==> src/logic/aux_io_consts.svh <==
// Constants for the auxiliary level, pin control and misc control block.
// Assumes a 50 MHz system clock and 7-bit SPI byte addresses.
`ifndef AUX_IO_CONSTS_SVH
`define AUX_IO_CONSTS_SVH

// Byte addresses of the register words (low byte of each pair)
`define ADDR_AUX_LEVEL   7'h30
`define ADDR_PIN_IO      7'h32
`define ADDR_MISC_CTRL   7'h34
`define ADDR_STATUS      7'h3C
`define ADDR_COMMAND     7'h3E

// Reset values and writable masks
`define REG_RESET        16'h0000
`define MASK_AUX_LEVEL   16'h0FFF
`define MASK_PIN_IO      16'h0303
`define MASK_MISC_CTRL   16'h0307

// Field positions
`define PIN_DIR0         0
`define PIN_LVL0         8
`define MISC_DR_SEL      0
`define MISC_DR_POL      1
`define MISC_DR_EN       2
`define MISC_POS_ROT     8
`define MISC_NEG_ROT     9
`define MISC_ST_START    10
`define STAT_ST_ERR      5
`define CMD_DAC_LATCH    2

// Timing
`define CLK_KHZ          50000
`define ST_TIME_MS       35
`define DR_CNT_W         29
`define DR_DUTY_SHIFT    2

`endif

==> src/logic/aux_io_pkg.sv <==
// Types shared by the SPI front end and the control block.
// Assumes the constants header is included by the modules.
package aux_io_pkg;

  // One received SPI frame
  typedef struct packed {
    logic       valid;
    logic       write;
    logic [6:0] addr;
    logic [7:0] data;
  } spiFrame_s;

  // Drive of the two I/O lines
  typedef struct packed {
    logic [1:0] level;
    logic [1:0] enable;
  } pinDrive_s;

endpackage : aux_io_pkg

==> src/logic/aux_io_dataready_selftest_ctrl.sv <==
// Auxiliary level latch, two I/O lines, data-ready pulse and self-test
// control of a rate sensor, reached over SPI.
// Assumes sampleTick, alarm and self-test result inputs are on sys_clk.
//
// Notes on behaviour
// The auxiliary level register keeps a 12-bit value with the top four bits unused.
// Byte writes to the level register leave the applied level alone until the latch command.
// The level register and applied level clear on every reset and the host must reload them.
// Pin control bits 0 and 1 set line zero and line one to output when one, input when zero.
// Pin control bits 8 and 9 give the driven level of line zero and line one as outputs.
// A read of pin control shows the sampled pin level in bits 0 and 1 for input lines.
// Data-ready claims a line first, then the alarm engine, then plain pin control.
// Misc control bit 2 enables data-ready and bit 1 picks active high when set.
// Misc control bit 0 sends data-ready to line one when set, line zero when clear.
// Each output update gives a data-ready pulse of a quarter of the update period.
// Writing one to misc bit 10 starts the internal test; the host reads status bit 5 after 35 ms.
// Misc bits 9 and 8 hold the negative and positive external test stimulus while set.
// The host should run the internal test at full bandwidth with least filtering.
// Writing one to command bit 2 copies the level register into the applied level.
// The self-test error flag in status stays set until a status read clears it; a new error in the same cycle wins over the read.
// Unused bits of the three control registers read as zero and ignore writes.
`timescale 1ns/10ps
`default_nettype none
`include "aux_io_consts.svh"

module aux_io_dataready_selftest_ctrl
  import aux_io_pkg::*;
#(
  parameter logic [21:0] SELFTEST_CYC = 22'(`ST_TIME_MS * `CLK_KHZ)
) (
  input  wire logic        sys_clk,
  input  wire logic        arst_n,
  input  wire logic        ce,
  input  wire logic        sclk,
  input  wire logic        csN,
  input  wire logic        mosi,
  output logic             miso,
  input  wire logic [1:0]  ioIn,
  output logic      [1:0]  ioOut,
  output logic      [1:0]  ioOe,
  input  wire logic        sampleTick,
  input  wire logic [1:0]  alarmOwn,
  input  wire logic [1:0]  alarmLevel,
  input  wire logic        selfTestFail,
  output logic      [11:0] dacLevel,
  output logic             selfTestRun,
  output logic             negRotTest,
  output logic             posRotTest
);

  spiFrame_s             frame;
  pinDrive_s             pinNext;
  logic [15:0]           auxLevel_q;
  logic [15:0]           pinCtrl_q;
  logic [15:0]           miscCtrl_q;
  logic [1:0]            ioInMeta_q;
  logic [1:0]            ioInSync_q;
  logic [15:0]           rdWord;
  logic                  wrEven;
  logic                  wrOdd;
  logic                  latchCmd;
  logic                  stStart;
  logic                  stEnd;
  logic [21:0]           stTimer_q;
  logic                  stErr_q;
  logic                  statusRead;
  logic [`DR_CNT_W-1:0]  drCount_q;
  logic [`DR_CNT_W-1:0]  drLeft_q;
  logic                  drActive;
  logic                  drLevel;

  // Word base of a byte address
  function automatic logic [6:0] wordOf(input logic [6:0] a);
    wordOf = {a[6:1], 1'b0};
  endfunction : wordOf

  // Byte write into a word register under its writable mask
  function automatic logic [15:0] byteWrite(input logic [15:0] cur,
                                            input logic [15:0] mask,
                                            input logic        hi,
                                            input logic [7:0]  data);
    logic [15:0] nxt;
    nxt = hi ? {data, cur[7:0]} : {cur[15:8], data};
    byteWrite = nxt & mask;
  endfunction : byteWrite

  spi_frame_slave u_spi (
    .sys_clk (sys_clk),
    .arst_n  (arst_n),
    .ce      (ce),
    .sclk    (sclk),
    .csN     (csN),
    .mosi    (mosi),
    .miso    (miso),
    .frame   (frame),
    .rdWord  (rdWord)
  );

  // Write strobes and command decode
  assign wrEven     = frame.valid & frame.write & ~frame.addr[0];
  assign wrOdd      = frame.valid & frame.write & frame.addr[0];
  assign latchCmd   = wrEven & (frame.addr == `ADDR_COMMAND)
                      & frame.data[`CMD_DAC_LATCH];
  assign stStart    = wrOdd & (frame.addr == (`ADDR_MISC_CTRL + 7'h01))
                      & frame.data[`MISC_ST_START - 8];
  assign statusRead = frame.valid & ~frame.write
                      & (wordOf(frame.addr) == `ADDR_STATUS);

  // Level, pin control and misc control registers
  always_ff @(posedge sys_clk or negedge arst_n) begin
    if (!arst_n) begin
      auxLevel_q <= `REG_RESET;
      pinCtrl_q  <= `REG_RESET;
      miscCtrl_q <= `REG_RESET;
    end else if (ce && frame.valid && frame.write) begin
      unique case (wordOf(frame.addr))
        `ADDR_AUX_LEVEL: auxLevel_q <= byteWrite(auxLevel_q,
            `MASK_AUX_LEVEL, frame.addr[0], frame.data);
        `ADDR_PIN_IO:    pinCtrl_q  <= byteWrite(pinCtrl_q,
            `MASK_PIN_IO, frame.addr[0], frame.data);
        `ADDR_MISC_CTRL: miscCtrl_q <= byteWrite(miscCtrl_q,
            `MASK_MISC_CTRL, frame.addr[0], frame.data);
        default: ;
      endcase
    end
  end

  // Applied level moves only on the latch command
  always_ff @(posedge sys_clk or negedge arst_n) begin
    if (!arst_n) begin
      dacLevel <= 12'h000;
    end else if (ce && latchCmd) begin
      dacLevel <= auxLevel_q[11:0];
    end
  end

  // External test stimulus follows the static enables
  assign negRotTest = miscCtrl_q[`MISC_NEG_ROT];
  assign posRotTest = miscCtrl_q[`MISC_POS_ROT];

  // Internal test timer; run bit reads back as misc bit 10
  assign stEnd = selfTestRun & (stTimer_q == 22'h000001);
  always_ff @(posedge sys_clk or negedge arst_n) begin
    if (!arst_n) begin
      selfTestRun <= 1'b0;
      stTimer_q   <= 22'h000000;
    end else if (ce) begin
      if (stStart && !selfTestRun) begin
        selfTestRun <= 1'b1;
        stTimer_q   <= SELFTEST_CYC;
      end else if (stEnd) begin
        selfTestRun <= 1'b0;
        stTimer_q   <= 22'h000000;
      end else if (selfTestRun) begin
        stTimer_q <= stTimer_q - 22'h000001;
      end
    end
  end

  // Sticky error flag; a new error wins over a status read
  always_ff @(posedge sys_clk or negedge arst_n) begin
    if (!arst_n) begin
      stErr_q <= 1'b0;
    end else if (ce) begin
      if (stEnd && selfTestFail) begin
        stErr_q <= 1'b1;
      end else if (statusRead) begin
        stErr_q <= 1'b0;
      end
    end
  end

  // Update period measure and pulse length of a quarter period
  always_ff @(posedge sys_clk or negedge arst_n) begin
    if (!arst_n) begin
      drCount_q <= '0;
      drLeft_q  <= '0;
    end else if (ce) begin
      if (sampleTick) begin
        drCount_q <= `DR_CNT_W'(1);
        drLeft_q  <= ((drCount_q >> `DR_DUTY_SHIFT) == '0) ?
                     `DR_CNT_W'(1) : (drCount_q >> `DR_DUTY_SHIFT);
      end else begin
        if (drCount_q != '1) begin
          drCount_q <= drCount_q + `DR_CNT_W'(1);
        end
        if (drLeft_q != '0) begin
          drLeft_q <= drLeft_q - `DR_CNT_W'(1);
        end
      end
    end
  end

  assign drActive = (drLeft_q != '0);
  assign drLevel  = ~(drActive ^ miscCtrl_q[`MISC_DR_POL]);

  // Pin owner priority: data-ready, then alarm, then pin control
  always_comb begin
    for (int i = 0; i < 2; i++) begin
      if (miscCtrl_q[`MISC_DR_EN] &&
          (miscCtrl_q[`MISC_DR_SEL] == 1'(i))) begin
        pinNext.enable[i] = 1'b1;
        pinNext.level[i]  = drLevel;
      end else if (alarmOwn[i]) begin
        pinNext.enable[i] = 1'b1;
        pinNext.level[i]  = alarmLevel[i];
      end else begin
        pinNext.enable[i] = pinCtrl_q[`PIN_DIR0 + i];
        pinNext.level[i]  = pinCtrl_q[`PIN_LVL0 + i];
      end
    end
  end

  // Registered pin drive and synchronised pin sampling
  always_ff @(posedge sys_clk or negedge arst_n) begin
    if (!arst_n) begin
      ioOut      <= 2'h0;
      ioOe       <= 2'h0;
      ioInMeta_q <= 2'h0;
      ioInSync_q <= 2'h0;
    end else if (ce) begin
      ioOut      <= pinNext.level & pinNext.enable;
      ioOe       <= pinNext.enable;
      ioInMeta_q <= ioIn;
      ioInSync_q <= ioInMeta_q;
    end
  end

  // Read data for the reply frame
  always_comb begin
    unique case (wordOf(frame.addr))
      `ADDR_AUX_LEVEL: rdWord = auxLevel_q;
      `ADDR_PIN_IO:    rdWord = pinCtrl_q
                         | {14'h0000, ~pinCtrl_q[1:0] & ioInSync_q};
      `ADDR_MISC_CTRL: rdWord = miscCtrl_q
                         | ({15'h0000, selfTestRun} << `MISC_ST_START);
      `ADDR_STATUS:    rdWord = {15'h0000, stErr_q} << `STAT_ST_ERR;
      default:         rdWord = 16'h0000;
    endcase
  end
endmodule : aux_io_dataready_selftest_ctrl
`default_nettype wire

==> src/logic/spi_frame_slave.sv <==
// SPI slave front end: 16-bit frames, mode 3, sampled by the system clock.
// Assumes the serial clock is far slower than sys_clk (at least 8x).
`timescale 1ns/10ps
`default_nettype none
`include "aux_io_consts.svh"

module spi_frame_slave
  import aux_io_pkg::*;
(
  input  wire logic        sys_clk,
  input  wire logic        arst_n,
  input  wire logic        ce,
  input  wire logic        sclk,
  input  wire logic        csN,
  input  wire logic        mosi,
  output logic             miso,
  output spiFrame_s        frame,
  input  wire logic [15:0] rdWord
);

  logic [2:0]  sclkPipe_q;
  logic [2:0]  csPipe_q;
  logic [1:0]  mosiPipe_q;
  logic [3:0]  bitCnt_q;
  logic [15:0] rxShift_q;
  logic [15:0] txShift_q;
  logic        rise;
  logic        csLow;

  // Two-stage synchronisers plus one delay stage for edge finding
  always_ff @(posedge sys_clk or negedge arst_n) begin
    if (!arst_n) begin
      sclkPipe_q <= 3'h7;
      csPipe_q   <= 3'h7;
      mosiPipe_q <= 2'h0;
    end else if (ce) begin
      sclkPipe_q <= {sclkPipe_q[1:0], sclk};
      csPipe_q   <= {csPipe_q[1:0], csN};
      mosiPipe_q <= {mosiPipe_q[0], mosi};
    end
  end

  assign rise  = sclkPipe_q[1] & ~sclkPipe_q[2];
  assign csLow = ~csPipe_q[1];

  // Receive shifter and bit count
  always_ff @(posedge sys_clk or negedge arst_n) begin
    if (!arst_n) begin
      bitCnt_q  <= 4'h0;
      rxShift_q <= 16'h0000;
    end else if (ce) begin
      if (!csLow) begin
        bitCnt_q <= 4'h0;
      end else if (rise) begin
        rxShift_q <= {rxShift_q[14:0], mosiPipe_q[1]};
        bitCnt_q  <= bitCnt_q + 4'h1;
      end
    end
  end

  // Frame strobe after the sixteenth rising edge
  always_ff @(posedge sys_clk or negedge arst_n) begin
    if (!arst_n) begin
      frame <= '0;
    end else if (ce) begin
      frame.valid <= csLow & rise & (bitCnt_q == 4'hF);
      if (csLow & rise & (bitCnt_q == 4'hF)) begin
        frame.write <= rxShift_q[14];
        frame.addr  <= rxShift_q[13:7];
        frame.data  <= {rxShift_q[6:0], mosiPipe_q[1]};
      end
    end
  end

  // Reply word is loaded after a frame and shifted on rising edges
  always_ff @(posedge sys_clk or negedge arst_n) begin
    if (!arst_n) begin
      txShift_q <= 16'h0000;
      miso      <= 1'b0;
    end else if (ce) begin
      if (frame.valid) begin
        txShift_q <= rdWord;
      end else if (csLow & rise) begin
        txShift_q <= {txShift_q[14:0], 1'b0};
      end
      miso <= txShift_q[15];
    end
  end

endmodule : spi_frame_slave
`default_nettype wire

==> config.mk <==
export PLATFORM = sky130hd
export DESIGN_NAME = aux_io_dataready_selftest_ctrl
export DESIGN_NICKNAME = d
export VERILOG_FILES = /design/src/logic/aux_io_pkg.sv /design/src/logic/aux_io_dataready_selftest_ctrl.sv /design/src/logic/spi_frame_slave.sv
export VERILOG_INCLUDE_DIRS = /design/src /design/src/logic
export SDC_FILE = /design/constraint.sdc
export NUM_CORES = 1
export LEC_CHECK = 0
export BUFFER_PORTS_ARGS = -buffer_cell sky130_fd_sc_hd__buf_4
export CAP_MARGIN = 10
export CORE_MARGIN = 2
export CORE_UTILIZATION = 60
export CTS_CLUSTER_SIZE = 10
export DETAILED_ROUTE_END_ITERATION = 6
export PLACE_DENSITY = 0.8
export SLEW_MARGIN = 20
export SYNTH_ARGS = -nofsm -noshare
export SYNTH_HDL_FRONTEND = slang
export SYNTH_SLANG_ARGS = --single-unit
==> constraint.sdc <==
create_clock -name sys_clk -period 4 [get_ports sys_clk]
set_input_delay 0.8 -clock sys_clk [delete_from_list [all_inputs] [get_ports sys_clk]]
set_output_delay 0.8 -clock sys_clk [all_outputs]
set_load 0.02 [all_outputs]
== Word level (Yosys, flattened, before mapping) ==
Index checks and enable logic that the tools add are counted.

* Flip-flop bits (word level): 183
* Bits of input ports: 14

* Equality and inequality tests: 9
* Mux-type cells: 25
* Reductions and logical operators: 32
* Add/subtract/negate cells: 4
* Bitwise operators: 25

{| class="wikitable"
|+ Operators by type and width
! kind !! count
|-
| two-way mux 29 bit || 4
|-
| two-way mux 22 bit || 3
|-
| case mux 16 bit (4 select lines) || 1
|-
| two-way mux 16 bit || 2
|-
| adder 29 x 1 -> 29 bit (second input constant) || 1
|-
| logical NOT 29 bit || 1
|-
| != test 29 bit (second input constant) || 1
|-
| nonzero test 29 bit || 1
|-
| subtractor 29 x 1 -> 29 bit (second input constant) || 1
|-
| two-way mux 27 bit || 1
|-
| == test 6 x 5 -> 1 bit (second input constant) || 4
|-
| == test 22 x 1 -> 1 bit (second input constant) || 1
|-
| subtractor 22 x 1 -> 22 bit (second input constant) || 1
|-
| AND reduction 3 bit || 7
|-
| AND reduction 2 bit || 8
|-
| == test 7 x 6 -> 1 bit (second input constant) || 2
|-
| bitwise AND 1 bit || 13
|-
| two-way mux 1 bit || 12
|-
| nonzero test 2 bit || 6
|-
| OR 10 x 11 -> 11 bit || 1
|-
| OR 10 x 2 -> 10 bit || 1
|-
| two-way mux 4 bit || 2
|-
| logical AND 1 bit || 7
|-
| inverter 1 bit || 6
|-
| other kinds (7) || 8
|}

== Logic depth before layout (Yosys ltp) ==
* Depth after elaboration: 7
* Mapped depth: 9
* Mapped depth without buffers: 7

== By module ==
From an unflattened synthesis, not the netlist that was laid out.

* Cells, all modules: 936
* Area total of the unflattened synthesis: 9570.4 um^2

{| class="wikitable"
|+ Modules (own cells, without submodules)
! module !! cells an instance !! area an instance (um^2) !! times used !! sequential area each (um^2)
|-
| aux_io_dataready_selftest_ctrl || 750 || 6995.5 || 1 || 3078.0
|-
| spi_frame_slave || 186 || 2575.0 || 1 || 1507.7
|}

== Least setup slack after synthesis ==
No wires, ideal clock.

* Kind: in2reg
* Start: input ce
* End: register, netlist name u_spi.frame[0]
* Required time: 3875 ps
* Data arrival time: 2424 ps
* Slack: 1451 ps
* Path buffers: 3
* Stages: 7
* Cells stage by stage: clkbuf_1 nand2_1 nor2_1 and4_1 clkbuf_1 buf_1 mux2_2

* Word-level cells in the longest chain between the ends: 1

{| class="wikitable"
|+ Ends and longest elaborated chain
! what !! line !! text
|-
| from (decl) || aux_io_dataready_selftest_ctrl.sv:33 || <nowiki>input wire logic ce,</nowiki>
|-
| AND reduction 2 bit (no line) || -- ||
|}

Every way passes these cells.
A chain may end at the register's enable or synchronous reset.

== Worst setup path after layout ==
* Start: register drLeft_q[15]
* End: register drLeft_q[6]

* Word-level cells in the longest chain between the ends: 3

{| class="wikitable"
|+ Ends and longest elaborated chain
! what !! line !! text
|-
| from (decl) || aux_io_dataready_selftest_ctrl.sv:68 || <nowiki>logic [`DR_CNT_W-1:0] drLeft_q;</nowiki>
|-
| from (signal assigned) || aux_io_dataready_selftest_ctrl.sv:181 || <nowiki>drLeft_q <= ((drCount_q >> `DR_DUTY_SHIFT) == '0) ?</nowiki>
|-
| from (signal assigned) || aux_io_dataready_selftest_ctrl.sv:188 || <nowiki>drLeft_q <= drLeft_q - `DR_CNT_W'(1);</nowiki>
|-
| nonzero test 29 bit || aux_io_dataready_selftest_ctrl.sv:187 || <nowiki>if (drLeft_q != '0) begin</nowiki>
|-
| nonzero test 2 bit (no line) || -- ||
|-
| AND reduction 2 bit (no line) || -- ||
|}

Every way passes these cells.

==> results.cfg <==
[worst_setup_path]
worstSetupPathType = reg2reg
worstPathCellList = nor4_2 -> nand4_1 -> o31ai_1 -> buf_4 -> o21ai_0 -> o21ai_0
cp_num_buf_inv = 1
r2r_end = drLeft_q[6]$_DFFE_PN0P_
cp.depth = 6
critPathRequiredTime_ns = 4.35
critPathMostFrequentCell = o21ai_0
rr_worst_depth = 6
cp_data_arrival_time_ns = 3.17
timing.rr.start = drLeft_q[15]$_DFFE_PN0P_
crit_path_max_incr_delay_ns = 0.80
critPathMaxFanout = 6
cp-end-kind = flop
r2r_setup_slack_ns = 1.18
startpoint_type = flop
slowest_stage = o31ai_1
crit_family = simple AND/OR/NAND/NOR gates

[timing]
hold_viol = 0
fin_ws_ns = 1.18
rsz0062_at_grt = no
worst_pin_slew_ns = 1.03
slew_violations = 0
setup_viol = 0
post-route-period-util_pct = 70.5
worst_hold_slack_ns = 0.421
min_period_ns = 2.82
fin_skew_ns = 0.0129
slew_headroom_pct = 30.9
fin_setup_tns_ns = 0
max_freq_ghz = 0.354

[routing]
drc = 0
routedWlPerCell_um = 19.7
dr.first_iter.drc_count = 809
ant_nets = 0
num_vias = 7491
routed_wl_um = 22200
firstDrtPassIters = 6
vias_per_cell = 6.65

[yosys]
ys_top_cells_by_area = dfrtp_1 48%, mux2_2 9.3%, nand2_1 3.2%
ys_seq_area_share_pct = 49.6
avgSynthCellArea_um2 = 10.1
synthTopCellsByCount = 178 x dfrtp_1, 80 x nand2_1, 76 x mux2_2, 76 x nor2_1, 53 x a21oi_1
async_flop_share_pct = 100
synth_edf_count = 0
yosys_warnings = 0
syn_nets = 938
synth_largest_area_cell = dfrtp_1
synth_cells = 918
syn-cell-area_um2 = 9240
synth-seq-cells = 183
synth_ff_type = dfrtp_1
synthMostInstantiatedCell = dfrtp_1
synth.distinct_cells = 70
synth_top_area_share_pct = 48.2

[run]
max-cap-violations = 0

[global_routing]
antenna_found_initial = 0
grt_max_degree = 108
track_usage_pct = 28.7
overflow = 0
grt_pass1_wl_um = 37300
grt_pass1_vias = 7142

[power]
p_comb_share_pct = 18.5
peakVddDrop_mv = 0.403
seqPwrFrac_pct = 46.1
p_int_mw = 3.35
leakagePower_nw = 4.44
swShare_pct = 34.2
total_power_mw = 5.09
p_sw_mw = 1.74
p_per_area_nw_per_um2 = 496
clock_power_share_pct = 35.4

[floorplan]
die_y_um = 128
coreArea_um2 = 15100
initial_core_util_pct = 61.0
die-area_um2 = 16400
rows = 45
die_x_um = 128
ioPinCount = 34

[clock_tree]
cts_setup_buffers = 0
cts_buffer_depth = 2
cts_tree = yes
numClockSinks = 183
clock_latency_ns = 0.44
cts-buffers-inserted = 17
cts-htree-levels = 4
cts_resized = 0
cts_root_buffer = clkbuf_16
holdBufCountCts = 0
path_clk_slew_ns = 0.08

[finish]
diodes = 0
syn2layout_area_growth_pct = 11.0
nets = 946
final_cell_area_um2 = 10300
stdcell_count = 1127
utilization_pct = 67.8
drive_gt1_share_pct = 19.1

[placement]
place_inst = 1095
port_buffers = 33
dpl.hpwl_um = 14400
dp_slack_ns = 1.14
placed_area_um2 = 9610
gp_congestion = 0.913

[outcome]
outcome = finished, final reports clean

[hold_path]
hp-class = in2async
==> routing by layer <==
layer / vias to the layer above / track usage [%] / part of all wire, %
met1: 3685 / 41.7 / 45
met5: - / 0 / 0
li1: 3439 / - / -
met3: 42 / 5.18 / 6.5
met2: 325 / 43.7 / 46
met4: 0 / 10.3 / 2.2
==> power by group through the flow <==
| stage | logic (mW) | clock network, mW | registers, mW |
|---|---|---|---|
| after floorplan | 0.703 | 0 | 2.27 |
| after global placement | 0.875 | 0 | 2.35 |
| after detailed placement | 0.902 | 0 | 2.37 |
| after CTS | 0.927 | 1.81 | 2.34 |
| after global routing | 1.05 | 1.89 | 2.38 |
| final | 0.938 | 1.80 | 2.35 |
==> worst max path at each step <==
stage / from / end / slack, ns
6_report: drLeft_q[15]$_DFFE_PN0P_ / drLeft_q[6]$_DFFE_PN0P_ / 1.18
4_1_cts: drLeft_q[15]$_DFFE_PN0P_ / drLeft_q[6]$_DFFE_PN0P_ / 1.29
3_5_place_dp: ce / stTimer_q[18]$_DFFE_PN0P_ / 1.14
5_1_grt: drLeft_q[15]$_DFFE_PN0P_ / drLeft_q[28]$_DFFE_PN0P_ / 1.00
3_3_place_gp: ce / stTimer_q[14]$_DFFE_PN0P_ / 1.21
2_1_floorplan: ce / u_spi.frame[0]$_DFFE_PN0P_ / 1.45
==> kinds of logic (layout without fill, tap and decap cells) <==
kind of cell	after synthesis	in the layout	share of synthesized area [%]
AOI/OAI and AO/OA	201	201	14.6
muxes	86	86	10.3
buffers and inverters	78	99	3.42
and+or+nand+nor	350	350	19.9
DFF	183	183	49.6
xor gates and xnor gates	14	14	1.33
adders and majority gates	6	6	0.812
==> state kept, by name (all words and copies together), names as in the netlist, 3 cells and up <==
register,cells
drCount_q,29
drLeft_q,29
stTimer_q,22
u_spi.frame,17
u_spi.txShift_q,16
u_spi.rxShift_q,15
auxLevel_q,12
dacLevel,12
miscCtrl_q,5
pinCtrl_q,4
u_spi.bitCnt_q,4
u_spi.sclkPipe_q,3
==> layout make-up <==
class                   instances  area [um2]
multi-input cells             657        4350
clock buffers                  17         425
clock inverters                15         228
inverters                      18        67.6
fillers                      1113        4880
well taps                     188         235
repair buffers                 49         374
flip-flops and latches        183        4590
==> placed cells by master (no fill, tap or decap), types with 8 or more instances in the layout <==
master     synthesis  routed
o2bb2ai_1         15      15
mux2_2            76      76
nor4_1            34      34
nand2_1           80      80
nand4_1           16      16
or4_1             11      11
clkbuf_16          0      17
o311ai_0           8       8
nand3_1           28      28
and3_1            11      11
o211ai_1           8       8
o21ai_0           46      46
inv_1             17      17
nor2_1            76      76
dfrtp_1          178     178
a21oi_1           53      53
mux2i_1           10      10
buf_4              0      48
or3_1             19      19
xnor2_1           12      12
and4_1             9       9
nor3_1            30      29
Power figures use the tool's default switching activity.
